$ cat config.mk
export PLATFORM = sky130hd
export DESIGN_NAME = dps_supervisor
export DESIGN_NICKNAME = d
export VERILOG_FILES = /design/src/dps_pkg.sv /design/src/dps_loss_if.sv /design/src/dps_loss_timer.sv /design/src/dps_supervisor.sv
export SDC_FILE = /design/constraint.sdc
export NUM_CORES = 1
export LEC_CHECK = 0
export BUFFER_PORTS_ARGS = -buffer_cell sky130_fd_sc_hd__buf_4
export CAP_MARGIN = 15
export CORE_MARGIN = 5
export CORE_UTILIZATION = 52
export CTS_CLUSTER_DIAMETER = 80
export DETAILED_ROUTE_END_ITERATION = 7
export GPL_ROUTABILITY_DRIVEN = 0
export PLACE_DENSITY = 0.7
export SLEW_MARGIN = 20
export SYNTH_ARGS = -nofsm -noshare
export SYNTH_HDL_FRONTEND = slang
export SYNTH_SLANG_ARGS = --single-unit
$ cat constraint.sdc
create_clock -name clk_sys -period 19.4 [get_ports clk_sys]
set_input_delay 5.82 -clock clk_sys [delete_from_list [all_inputs] [get_ports clk_sys]]
set_output_delay 5.82 -clock clk_sys [all_outputs]
set_load 0.05 [all_outputs]
$ cat src/dps_pkg.sv
// Constants shared by the drive protection supervisor and its loss timer.
// Assumes a 100 MHz control clock and a 4-bit word-indexed register port.
package dps_pkg;

   // ----------------------------------------
   // Timing
   // ----------------------------------------
   localparam int CLK_PERIOD_NS = 10;
   localparam int RAMP_TICK_NS = 1000000;
   localparam int RAMP_TICK_CYCLES = RAMP_TICK_NS / CLK_PERIOD_NS;
   localparam int LOSS_UNIT_MS = 100;
   localparam logic [6:0] LOSS_UNIT_TICKS = 7'h64;

   // ----------------------------------------
   // Register indices
   // ----------------------------------------
   localparam logic [3:0] REG_CFG = 4'h0;
   localparam logic [3:0] REG_STALL_LVL = 4'h1;
   localparam logic [3:0] REG_RATED = 4'h2;
   localparam logic [3:0] REG_RELAY = 4'h3;
   localparam logic [3:0] REG_INFUNC = 4'h4;
   localparam logic [3:0] REG_LOSS = 4'h5;
   localparam logic [3:0] REG_WAIT = 4'h6;
   localparam logic [3:0] REG_VMIN = 4'h7;
   localparam logic [3:0] REG_V2MIN = 4'h8;
   localparam logic [3:0] REG_IMIN = 4'h9;
   localparam logic [3:0] REG_DCLIM = 4'ha;
   localparam logic [3:0] REG_ACC = 4'hb;
   localparam logic [3:0] REG_DEC = 4'hc;
   localparam logic [3:0] REG_FCMD = 4'hd;
   localparam logic [3:0] REG_STATUS = 4'he;
   localparam logic [3:0] REG_FOUT = 4'hf;

   // ----------------------------------------
   // Reset values and limits
   // ----------------------------------------
   localparam logic [2:0] STALL_MASK_RST = 3'h0;
   localparam logic [1:0] PHASE_MASK_RST = 2'h3;
   localparam logic [7:0] STALL_LVL_RST = 8'h96;
   localparam logic [7:0] STALL_LVL_MIN = 8'h1e;
   localparam logic [7:0] STALL_LVL_MAX = 8'hc8;
   localparam logic [15:0] RATED_RST = 16'h0100;
   localparam logic [4:0] RELAY_RST = 5'h11;
   localparam logic [4:0] IN4_RST = 5'h03;
   localparam logic [4:0] IN5_RST = 5'h04;
   localparam logic [10:0] WAIT_RST = 11'h00a;
   localparam logic [10:0] WAIT_MIN = 11'h001;
   localparam logic [10:0] WAIT_MAX = 11'h4b0;
   localparam logic [15:0] DCLIM_RST = 16'h0300;
   localparam logic [15:0] STEP_RST = 16'h0001;

   // ----------------------------------------
   // Codes
   // ----------------------------------------
   localparam logic [4:0] FN_TRIP_NO = 5'h12;
   localparam logic [4:0] FN_TRIP_NC = 5'h13;
   localparam logic [4:0] RLY_IOL = 5'h06;
   localparam logic [4:0] RLY_STALL = 5'h07;
   localparam logic [4:0] RLY_LOST = 5'h0b;
   localparam logic [1:0] CRIT_OFF = 2'h0;
   localparam logic [1:0] CRIT_HALF = 2'h1;
   localparam logic [1:0] CRIT_MIN = 2'h2;
   localparam logic [1:0] RESP_HOLD = 2'h0;
   localparam logic [1:0] RESP_COAST = 2'h1;
   localparam logic [1:0] RESP_RAMP = 2'h2;
   localparam logic [2:0] SRC_V1 = 3'h0;
   localparam logic [2:0] SRC_V2 = 3'h1;
   localparam logic [2:0] SRC_I = 3'h2;
   localparam logic [2:0] SRC_V2I = 3'h3;
   localparam logic [2:0] SRC_COMM = 3'h4;
   localparam logic [7:0] PCT_FULL = 8'h64;

   typedef enum logic [1:0] {RS_STOP, RS_ACCEL, RS_CONST, RS_DECEL} dps_ramp_e;

endpackage

$ cat src/dps_loss_if.sv
// Link between the supervisor and its reference loss timer.
// Assumes both ends share clk_sys.
`timescale 1ns/1ns
`default_nettype none
interface dps_loss_if;
   logic tick;
   logic absent;
   logic [10:0] wait_ds;
   logic lost;
   modport sup (output tick, output absent, output wait_ds, input lost);
   modport tmr (input tick, input absent, input wait_ds, output lost);
endinterface
`default_nettype wire

$ cat src/dps_loss_timer.sv
// Reference loss timer: declares loss once the reference stays absent
// for the wait time. Assumes a 1 ms tick enable from the supervisor.
`timescale 1ns/1ns
`default_nettype none
module dps_loss_timer
(
   input wire logic clk_sys,
   input wire logic nrst,
   dps_loss_if.tmr lk
);

   logic [6:0] ms_reg;
   logic [10:0] ds_reg;
   logic lost_reg;

   // ----------------------------------------
   // Absence timing
   // ----------------------------------------
   // Any return of the reference restarts the wait from zero.
   always_ff @(posedge clk_sys)
   begin
      if (!nrst || !lk.absent)
      begin
         ms_reg <= 7'h00;
         ds_reg <= 11'h000;
      end
      else if (lk.tick && ds_reg < lk.wait_ds)
      begin
         if (ms_reg == dps_pkg::LOSS_UNIT_TICKS - 7'h01)
         begin
            ms_reg <= 7'h00;
            ds_reg <= ds_reg + 11'h001;
         end
         else
            ms_reg <= ms_reg + 7'h01;
      end
   end

   // Loss stands only while the reference stays absent.
   always_ff @(posedge clk_sys)
   begin
      if (!nrst || !lk.absent)
         lost_reg <= 1'b0;
      else if (ds_reg >= lk.wait_ds)
         lost_reg <= 1'b1;
   end

   assign lk.lost = lost_reg;

endmodule
`default_nettype wire

$ cat src/dps_supervisor.sv
// Drive protection supervisor: stall prevention, phase loss, external
// trips, overload reporting and reference loss, with a relay selector.
// Assumes measurements from same-clock logic and trip contacts from pins.
//
// Local design decisions: the plain strobed port and the register addresses.
`timescale 1ns/1ns
`default_nettype none
module dps_supervisor
#(
   parameter int RAMP_TICK_CYCLES = dps_pkg::RAMP_TICK_CYCLES
)
(
   input wire logic clk_sys,
   input wire logic nrst,
   input wire logic [3:0] reg_addr,
   input wire logic [15:0] reg_wdata,
   input wire logic reg_wr,
   input wire logic reg_rd,
   output logic [15:0] reg_rdata,
   input wire logic [15:0] out_current,
   input wire logic [15:0] dc_link_volt,
   input wire logic [15:0] volt_in,
   input wire logic [15:0] volt2_in,
   input wire logic [15:0] current_in,
   input wire logic comm_ref_ok,
   input wire logic inv_overload_trip,
   input wire logic [1:0] trip_in_pins,
   input wire logic [2:0] out_phase_lost_pins,
   input wire logic [2:0] in_phase_lost_pins,
   output logic [15:0] freq_out,
   output logic gate_enable,
   output logic fault,
   output logic relay_out
);

   // ----------------------------------------
   // Functions
   // ----------------------------------------
   // True when a value sits below its minimum under the given criterion.
   function automatic logic below_min(input logic [15:0] v,
                                      input logic [15:0] m,
                                      input logic [1:0] crit);
      logic r;
      r = 1'b0;
      case (crit)
         dps_pkg::CRIT_HALF: r = v < {1'b0, m[15:1]};
         dps_pkg::CRIT_MIN: r = v < m;
         default: r = 1'b0;
      endcase
      return r;
   endfunction

   // Trip decision for one multi-function input and its contact level.
   function automatic logic ext_trip(input logic [4:0] fn, input logic closed);
      logic r;
      r = 1'b0;
      if (fn == dps_pkg::FN_TRIP_NO)
         r = closed;
      else if (fn == dps_pkg::FN_TRIP_NC)
         r = !closed;
      return r;
   endfunction

   // ----------------------------------------
   // Configuration registers
   // ----------------------------------------
   logic [2:0] stall_enable_mask_reg;
   logic [1:0] phase_loss_enable_mask_reg;
   logic run_reg;
   logic [7:0] stall_current_level_reg;
   logic [15:0] motor_rated_current_reg;
   logic [4:0] relay_function_select_reg;
   logic [4:0] input4_function_reg;
   logic [4:0] input5_function_reg;
   logic [1:0] ref_loss_criterion_reg;
   logic [1:0] ref_loss_response_reg;
   logic [2:0] ref_source_reg;
   logic [10:0] ref_loss_wait_time_reg;
   logic [15:0] volt_input_min_reg;
   logic [15:0] volt2_input_min_reg;
   logic [15:0] current_input_min_reg;
   logic [15:0] dc_limit_reg;
   logic [15:0] accel_step_reg;
   logic [15:0] decel_step_reg;
   logic [15:0] freq_cmd_reg;
   logic [7:0] lvl_wr;
   logic [10:0] wait_wr;

   // Out-of-range writes are clamped so the limits always hold.
   assign lvl_wr = (reg_wdata[7:0] < dps_pkg::STALL_LVL_MIN) ? dps_pkg::STALL_LVL_MIN :
                   (reg_wdata[7:0] > dps_pkg::STALL_LVL_MAX) ? dps_pkg::STALL_LVL_MAX :
                   reg_wdata[7:0];
   assign wait_wr = (reg_wdata[10:0] < dps_pkg::WAIT_MIN) ? dps_pkg::WAIT_MIN :
                    (reg_wdata[10:0] > dps_pkg::WAIT_MAX) ? dps_pkg::WAIT_MAX :
                    reg_wdata[10:0];

   // Register writes.
   always_ff @(posedge clk_sys)
   begin
      if (!nrst)
      begin
         stall_enable_mask_reg <= dps_pkg::STALL_MASK_RST;
         phase_loss_enable_mask_reg <= dps_pkg::PHASE_MASK_RST;
         run_reg <= 1'b0;
         stall_current_level_reg <= dps_pkg::STALL_LVL_RST;
         motor_rated_current_reg <= dps_pkg::RATED_RST;
         relay_function_select_reg <= dps_pkg::RELAY_RST;
         input4_function_reg <= dps_pkg::IN4_RST;
         input5_function_reg <= dps_pkg::IN5_RST;
         ref_loss_criterion_reg <= dps_pkg::CRIT_OFF;
         ref_loss_response_reg <= dps_pkg::RESP_HOLD;
         ref_source_reg <= dps_pkg::SRC_V1;
         ref_loss_wait_time_reg <= dps_pkg::WAIT_RST;
         volt_input_min_reg <= 16'h0000;
         volt2_input_min_reg <= 16'h0000;
         current_input_min_reg <= 16'h0000;
         dc_limit_reg <= dps_pkg::DCLIM_RST;
         accel_step_reg <= dps_pkg::STEP_RST;
         decel_step_reg <= dps_pkg::STEP_RST;
         freq_cmd_reg <= 16'h0000;
      end
      else if (reg_wr)
      begin
         case (reg_addr)
            dps_pkg::REG_CFG:
            begin
               stall_enable_mask_reg <= reg_wdata[2:0];
               phase_loss_enable_mask_reg <= reg_wdata[5:4];
               run_reg <= reg_wdata[8];
            end
            dps_pkg::REG_STALL_LVL: stall_current_level_reg <= lvl_wr;
            dps_pkg::REG_RATED: motor_rated_current_reg <= reg_wdata;
            dps_pkg::REG_RELAY: relay_function_select_reg <= reg_wdata[4:0];
            dps_pkg::REG_INFUNC:
            begin
               input4_function_reg <= reg_wdata[4:0];
               input5_function_reg <= reg_wdata[12:8];
            end
            dps_pkg::REG_LOSS:
            begin
               ref_loss_criterion_reg <= reg_wdata[1:0];
               ref_loss_response_reg <= reg_wdata[5:4];
               ref_source_reg <= reg_wdata[10:8];
            end
            dps_pkg::REG_WAIT: ref_loss_wait_time_reg <= wait_wr;
            dps_pkg::REG_VMIN: volt_input_min_reg <= reg_wdata;
            dps_pkg::REG_V2MIN: volt2_input_min_reg <= reg_wdata;
            dps_pkg::REG_IMIN: current_input_min_reg <= reg_wdata;
            dps_pkg::REG_DCLIM: dc_limit_reg <= reg_wdata;
            dps_pkg::REG_ACC: accel_step_reg <= reg_wdata;
            dps_pkg::REG_DEC: decel_step_reg <= reg_wdata;
            dps_pkg::REG_FCMD: freq_cmd_reg <= reg_wdata;
            default: ;
         endcase
      end
   end

   // ----------------------------------------
   // Pin synchronisers
   // ----------------------------------------
   logic [7:0] pin_meta_reg;
   logic [7:0] pin_sync_reg;

   // Contacts and phase detectors are asynchronous to clk_sys.
   always_ff @(posedge clk_sys)
   begin
      if (!nrst)
      begin
         pin_meta_reg <= 8'h03;
         pin_sync_reg <= 8'h03;
      end
      else
      begin
         pin_meta_reg <= {in_phase_lost_pins, out_phase_lost_pins, trip_in_pins};
         pin_sync_reg <= pin_meta_reg;
      end
   end

   // ----------------------------------------
   // Ramp tick divider
   // ----------------------------------------
   logic [31:0] div_reg;
   logic tick;

   always_ff @(posedge clk_sys)
   begin
      if (!nrst || tick)
         div_reg <= 32'h0000_0000;
      else
         div_reg <= div_reg + 32'h0000_0001;
   end

   assign tick = div_reg == 32'(RAMP_TICK_CYCLES - 1);

   // ----------------------------------------
   // Trip detection
   // ----------------------------------------
   logic [1:0] ext_hit;
   logic out_phase_hit;
   logic in_phase_hit;
   logic [4:0] in_func [2];

   assign in_func[0] = input4_function_reg;
   assign in_func[1] = input5_function_reg;

   // The same decode serves each multi-function trip input.
   generate
      for (genvar g = 0; g < 2; g++)
      begin : g_ext
         assign ext_hit[g] = ext_trip(in_func[g], pin_sync_reg[g]);
      end
   endgenerate

   assign out_phase_hit = phase_loss_enable_mask_reg[0] && |pin_sync_reg[4:2];
   assign in_phase_hit = phase_loss_enable_mask_reg[1] && |pin_sync_reg[7:5];

   // ----------------------------------------
   // Reference loss
   // ----------------------------------------
   logic ref_absent;
   logic ref_lost;
   dps_loss_if loss_lk ();

   // Serial loss is only the link going quiet; analog loss needs a criterion.
   always_comb
   begin
      ref_absent = 1'b0;
      case (ref_source_reg)
         dps_pkg::SRC_V1:
            ref_absent = below_min(volt_in, volt_input_min_reg, ref_loss_criterion_reg);
         dps_pkg::SRC_V2:
            ref_absent = below_min(volt2_in, volt2_input_min_reg, ref_loss_criterion_reg);
         dps_pkg::SRC_I:
            ref_absent = below_min(current_in, current_input_min_reg, ref_loss_criterion_reg);
         dps_pkg::SRC_V2I:
            ref_absent = below_min(volt2_in, volt2_input_min_reg, ref_loss_criterion_reg)
                      || below_min(current_in, current_input_min_reg,
                                   ref_loss_criterion_reg);
         dps_pkg::SRC_COMM: ref_absent = !comm_ref_ok;
         default: ref_absent = 1'b0;
      endcase
   end

   assign loss_lk.tick = tick;
   assign loss_lk.absent = ref_absent;
   assign loss_lk.wait_ds = ref_loss_wait_time_reg;
   assign ref_lost = loss_lk.lost;

   dps_loss_timer u_loss
   (
      .clk_sys(clk_sys),
      .nrst(nrst),
      .lk(loss_lk)
   );

   // ----------------------------------------
   // Fault status, write one to clear
   // ----------------------------------------
   logic [5:0] status_reg;
   logic [5:0] status_set;
   logic [5:0] status_clr;

   assign status_set = {inv_overload_trip, 1'b0, ref_lost, in_phase_hit,
                        out_phase_hit, |ext_hit};
   assign status_clr = (reg_wr && reg_addr == dps_pkg::REG_STATUS) ? reg_wdata[5:0] : 6'h00;

   // A trip that is still present in the clearing cycle stays latched.
   always_ff @(posedge clk_sys)
   begin
      if (!nrst)
         status_reg <= 6'h00;
      else
         status_reg <= (status_reg & ~status_clr) | status_set;
   end

   // Output is held off while a latched external or phase trip stands.
   assign fault = |status_reg[2:0] || |ext_hit || out_phase_hit || in_phase_hit;

   // ----------------------------------------
   // Stall conditions
   // ----------------------------------------
   logic [23:0] cur_pct;
   logic [23:0] lim_pct;
   logic over_cur;
   logic over_dc;
   logic stall_now;
   logic coast;
   dps_pkg::dps_ramp_e ramp_reg;

   assign cur_pct = 24'(out_current) * 24'(dps_pkg::PCT_FULL);
   assign lim_pct = 24'(motor_rated_current_reg) * 24'(stall_current_level_reg);
   assign over_cur = cur_pct > lim_pct;
   // The limit is read straight from its register so that a rewrite acts at once.
   assign over_dc = dc_link_volt > dc_limit_reg;

   // Stall status is reported whatever the mask says.
   assign stall_now = ((ramp_reg == dps_pkg::RS_ACCEL || ramp_reg == dps_pkg::RS_CONST)
                       && over_cur) || (ramp_reg == dps_pkg::RS_DECEL && over_dc);

   assign coast = ref_lost && ref_loss_response_reg == dps_pkg::RESP_COAST;

   // ----------------------------------------
   // Frequency ramp
   // ----------------------------------------
   logic [15:0] freq_reg;
   logic [15:0] held_reg;
   logic [15:0] target;
   logic [16:0] up_sum;
   logic [16:0] dn_dif;
   logic [15:0] freq_next;
   dps_pkg::dps_ramp_e ramp_next;

   // Frequency held from when the reference went absent, used by the hold response.
   always_ff @(posedge clk_sys)
   begin
      if (!nrst)
         held_reg <= 16'h0000;
      else if (!ref_absent)
         held_reg <= freq_reg;
   end

   always_comb
   begin
      target = run_reg ? freq_cmd_reg : 16'h0000;
      if (ref_lost)
      begin
         case (ref_loss_response_reg)
            dps_pkg::RESP_HOLD: target = held_reg;
            dps_pkg::RESP_RAMP: target = 16'h0000;
            default: target = 16'h0000;
         endcase
      end
   end

   assign up_sum = {1'b0, freq_reg} + {1'b0, accel_step_reg};
   assign dn_dif = {1'b0, freq_reg} - {1'b0, decel_step_reg};

   // Stall handling bends the ramp, so its duration is open-ended.
   always_comb
   begin
      freq_next = freq_reg;
      ramp_next = ramp_reg;
      if (freq_reg < target)
      begin
         ramp_next = dps_pkg::RS_ACCEL;
         if (stall_enable_mask_reg[0] && over_cur)
            freq_next = dn_dif[16] ? 16'h0000 : dn_dif[15:0];
         else
            freq_next = (up_sum > {1'b0, target}) ? target : up_sum[15:0];
      end
      else if (freq_reg > target)
      begin
         ramp_next = dps_pkg::RS_DECEL;
         if (stall_enable_mask_reg[2] && over_dc)
            freq_next = freq_reg;
         else
            freq_next = (dn_dif[16] || dn_dif[15:0] < target) ? target : dn_dif[15:0];
      end
      else
      begin
         ramp_next = (target == 16'h0000) ? dps_pkg::RS_STOP : dps_pkg::RS_CONST;
         if (stall_enable_mask_reg[1] && over_cur && target != 16'h0000)
            freq_next = dn_dif[16] ? 16'h0000 : dn_dif[15:0];
      end
   end

   // Recovery after a constant-speed drop is the ordinary accel ramp.
   always_ff @(posedge clk_sys)
   begin
      if (!nrst || coast || fault)
      begin
         freq_reg <= 16'h0000;
         ramp_reg <= dps_pkg::RS_STOP;
      end
      else if (tick)
      begin
         freq_reg <= freq_next;
         ramp_reg <= ramp_next;
      end
   end

   // ----------------------------------------
   // Outputs
   // ----------------------------------------
   logic relay_reg;
   logic gate_reg;

   // Relay shows only the selected function.
   always_ff @(posedge clk_sys)
   begin
      if (!nrst)
         relay_reg <= 1'b0;
      else
      begin
         case (relay_function_select_reg)
            dps_pkg::RLY_IOL: relay_reg <= inv_overload_trip;
            dps_pkg::RLY_STALL: relay_reg <= stall_now;
            dps_pkg::RLY_LOST: relay_reg <= ref_lost;
            default: relay_reg <= 1'b0;
         endcase
      end
   end

   always_ff @(posedge clk_sys)
   begin
      if (!nrst)
         gate_reg <= 1'b0;
      else
         gate_reg <= run_reg && !fault && !coast;
   end

   assign relay_out = relay_reg;
   assign gate_enable = gate_reg;
   assign freq_out = freq_reg;

   // ----------------------------------------
   // Register reads
   // ----------------------------------------
   always_ff @(posedge clk_sys)
   begin
      if (!nrst)
         reg_rdata <= 16'h0000;
      else if (reg_rd)
      begin
         case (reg_addr)
            dps_pkg::REG_CFG:
               reg_rdata <= {7'h00, run_reg, 2'h0, phase_loss_enable_mask_reg,
                             1'b0, stall_enable_mask_reg};
            dps_pkg::REG_STALL_LVL: reg_rdata <= {8'h00, stall_current_level_reg};
            dps_pkg::REG_RATED: reg_rdata <= motor_rated_current_reg;
            dps_pkg::REG_RELAY: reg_rdata <= {11'h000, relay_function_select_reg};
            dps_pkg::REG_INFUNC:
               reg_rdata <= {3'h0, input5_function_reg, 3'h0, input4_function_reg};
            dps_pkg::REG_LOSS:
               reg_rdata <= {5'h00, ref_source_reg, 2'h0, ref_loss_response_reg,
                             2'h0, ref_loss_criterion_reg};
            dps_pkg::REG_WAIT: reg_rdata <= {5'h00, ref_loss_wait_time_reg};
            dps_pkg::REG_VMIN: reg_rdata <= volt_input_min_reg;
            dps_pkg::REG_V2MIN: reg_rdata <= volt2_input_min_reg;
            dps_pkg::REG_IMIN: reg_rdata <= current_input_min_reg;
            dps_pkg::REG_DCLIM: reg_rdata <= dc_limit_reg;
            dps_pkg::REG_ACC: reg_rdata <= accel_step_reg;
            dps_pkg::REG_DEC: reg_rdata <= decel_step_reg;
            dps_pkg::REG_FCMD: reg_rdata <= freq_cmd_reg;
            dps_pkg::REG_STATUS:
               reg_rdata <= {8'h00, gate_reg, relay_reg, status_reg[5], stall_now,
                             status_reg[3:0]};
            dps_pkg::REG_FOUT: reg_rdata <= freq_reg;
            default: reg_rdata <= 16'h0000;
         endcase
      end
      else
         reg_rdata <= 16'h0000;
   end

endmodule
`default_nettype wire

==> metrics.txt <==
DR vias/cell=roughly 6.3; Maximum Capacitance Violations=0; headroom to the max-slew limit=a little over a fifth; final slew viol count=0; fraction of layout cells with a size suffix above 1=between 8 and 9%; data arrival time at the worst-slack endpoint=around 12000 ps; number of violations reported at the end of detailed-routing iteration 0=between 2000 and 3000; CP most frequent cell=sky130_fd_sc_hd__ha_1; area inside the core boundary=between 40000 and 50000 sq um; DP Area=~26000 sq um; remaining design rule violation count=0; largest buffer count on any clock path=3; number of standard-cell rows in the floorplan=79; power per cell area=60.9 nW/um^2; maximum net fanout on the critical path=29; result of the run=finished, final reports clean; top flip-flop cell by instance count after synthesis=sky130_fd_sc_hd__dfxtp_1; antenna violations before repair=2; startpoint-to-endpoint class of the critical path=in2reg; count of endpoints failing setup in the final report=0; setup repair after global routing missed its margin=no; fraction of the yosys area taken by sequential cells=roughly 24%; Reg clk slew, reported paths=around 60 ps; static leakage=between 10 and 15 nW; yosys synthesis warning count=0; number of enable flip-flop cells after synthesis=0; post-synthesis instance area=approximately 25000 sq um; largest incremental delay on the critical path=a little under 1000 ps; largest net degree at the start of global routing=roughly 110; root buffer cell=sky130_fd_sc_hd__clkbuf_16; worst hold path class=reg2reg; worst-case hold slack=410 ps; startpoint types=input pin; proportion of synthesized flip-flops having asynchronous set or reset=0%; Bufs and invs on worst path=3; synthesized area per cell=8.05 sq um; vias in the first global route=around 23000; die height=227 microns; overall die area=approximately 52000 sq um; total power after layout=0.00166 W; Final Cycle Share=between 60% and 70%; max FFs per register=32; die width=between 200 and 250 microns; sink count of the clock tree=around 300; worst vdd ir=0.0848 mV; kind of cell with the highest combined delay on the critical path=simple AND/OR/NAND/NOR gates; First-pass DRT Iterations=8; Max Clk Rate=83.5 MHz; Worst setup EP type=flop; setup bufs post-CTS=0; CP Cell Sequence=buf_4 -> ha_1 -> ha_1 -> inv_1 -> fa_1 -> inv_1 -> ha_1 -> or2_2 -> o31a_1 -> a31oi_1 -> a21oi_1 -> a21o_1 -> a21oi_1 -> xnor2_1 -> ha_1 -> nand4_1 -> nor4_1 -> o21ai_0 -> a221oi_1 -> and4_1 -> or3b_2 -> a311oi_1 -> a21o_1; global-route wire length before repair=around 130 mm; number of buffers created by CTS=36; Routed Antenna Nets=0; post-route setup TNS=0 ps; leading area contributor after synthesis=sky130_fd_sc_hd__dfxtp_1; later-pin clock latency in the skew report=between 500 and 600 ps; worst setup skew after layout=~20 ps; DP Wirelength=roughly 63 mm; synthesized netlist net count=between 3000 and 4000; cell count after synthesis=3047; total number of H-tree levels=2; global-route usage over all layers=between 30% and 40%; area added between synthesis and finish=11.4%; number of distinct library cells after synthesis=79; initial standard-cell utilization of the core=a little over half; leftover overflow at the end of global routing=0; number of input and output port buffers inserted=around 150; worst path required time=between 15000 and 20000 ps; post-route cell area=about 27000 sq um; post_cts resized=0; nets@finish=around 3600; Synth area leaders=sky130_fd_sc_hd__dfxtp_1, sky130_fd_sc_hd__ha_1, sky130_fd_sc_hd__fa_1; number of placed I/O pins=around 150; overall via count from detail_route=23500; Yosys reg bits=between 200 and 300; mean routed wirelength per cell=~22 microns; Routed Wire Length=between 80 and 90 mm; minimum clock period after layout=around 12000 ps; number of hold-slack violations in the final timing report=0; actual transition at the worst max-transition pin=~1200 ps; TritonCTS clock tree=yes; cell type of the slowest stage on the worst timing path=sky130_fd_sc_hd__and4_1; Hold-fix buffers, CTS=0; Antenna diodes=0; filler instances=approximately 4200; area fraction of the dominant cell type after synthesis=24.4%
-- through the flow --
step / instances / setup slack, ps / util [%]
after floorplan: 3047 / 8610 / -
after global placement: 3690 / 7180 / 55.9
after detailed placement: 3690 / 6960 / 55.9
after CTS: 3752 / 7480 / 58.6
after global routing: 3752 / 6950 / 58.6
final: 3752 / 7430 / 58.6
-- path summary, 6_finish.rpt --
check                           slack [ps]  depth (start not counted)                  startpoint               to
worst max register to register       10460                         24  stall_current_level_reg[4]     freq_out[14]
worst min register to register         410                          1             pin_meta_reg[1]  pin_sync_reg[1]
worst min-delay path                   410                          1             pin_meta_reg[1]  pin_sync_reg[1]
worst max-delay path                  7430                         23              out_current[5]     freq_out[14]
-- area by class of cell --
class | count | area (sq um) | share of cell area [%]
multi-input combinational | 2323 | 17000 | 62.1
tap | 607 | 759 | 2.78
sequential | 299 | 5990 | 21.9
inverter | 293 | 1100 | 4.03
timing repair buffer | 168 | 1260 | 4.61
clock buffer | 50 | 1050 | 3.86
clock inverter | 12 | 210 | 0.769
-- placed cells by master (no fill, tap or decap), types with 12 or more instances in the layout --
master and instances:
sky130_fd_sc_hd__o21ai_0 88, sky130_fd_sc_hd__nand2b_1 25, sky130_fd_sc_hd__inv_1 292, sky130_fd_sc_hd__nand2_1 467, sky130_fd_sc_hd__nand3_1 72, sky130_fd_sc_hd__nor4_1 20, sky130_fd_sc_hd__dfxtp_1 299, sky130_fd_sc_hd__o31ai_1 12
sky130_fd_sc_hd__a2111oi_0 14, sky130_fd_sc_hd__and2_1 134, sky130_fd_sc_hd__nor2b_1 20, sky130_fd_sc_hd__fa_1 97, sky130_fd_sc_hd__nor3_1 49, sky130_fd_sc_hd__xnor2_1 46, sky130_fd_sc_hd__a31oi_1 24, sky130_fd_sc_hd__ha_1 317
sky130_fd_sc_hd__a22oi_1 48, sky130_fd_sc_hd__a21oi_1 261, sky130_fd_sc_hd__a211o_1 14, sky130_fd_sc_hd__and3_1 24, sky130_fd_sc_hd__nand4_1 38, sky130_fd_sc_hd__xor2_1 52, sky130_fd_sc_hd__a211oi_1 34, sky130_fd_sc_hd__o21a_1 23
sky130_fd_sc_hd__a21o_1 36, sky130_fd_sc_hd__a221oi_1 22, sky130_fd_sc_hd__buf_4 168, sky130_fd_sc_hd__o211ai_1 14, sky130_fd_sc_hd__a22o_1 24, sky130_fd_sc_hd__mux2i_1 52, sky130_fd_sc_hd__nor2_1 140, sky130_fd_sc_hd__clkbuf_16 37
-- cells in the mapped netlist, drive strengths merged, types with 19 or more instances --
library cell and n:
o21ai 90, a21oi 262, nor4 22, dfxtp 299, a221oi 22, and2 134
nand4 39, xor2 52, xnor2 46, a21o 36, mux2i 52, nor2 142
nand3 72, clkbuf 113, nand2b 25, a31oi 24, a22oi 49, o21a 23
and3 24, buf 19, inv 293, nor2b 20, a211oi 34, ha 317
fa 97, nor3 52, nand2 467, a22o 24
-- cell families after synthesis --
family                     after synthesis  synth area share (%)
buffers and inverters                  425                  6.60
DFF                                    299                  24.4
AOI/OAI and AO/OA                      701                  18.6
xor gates and xnor gates                98                  3.50
adders and majority gates              414                  24.1
and+or+nand+nor                       1054                  20.5
muxes                                   56                  2.30
-- report_power, final --
part           leakage, nW  internal [W]  switching, W  total, W
combinational         8.61      0.000126      0.000184  0.000309
clock                0.615      0.000436      0.000285  0.000722
sequential            2.42      0.000622     0.0000112  0.000633
-- metal layers --
metal | part of all wire, % | wire length (microns) | vias to the layer above | global-route usage, %
met4 | 7.0 | 5840 | 0 | 17.4
met3 | 10 | 8360 | 354 | 6.09
met2 | 45 | 37100 | 1244 | 50.2
met1 | 38 | 31800 | 11100 | 39.5
met5 | 0 | 0 | - | 0
li1 | - | - | 10800 | -
Note: power is estimated with default switching activity, not from simulation.
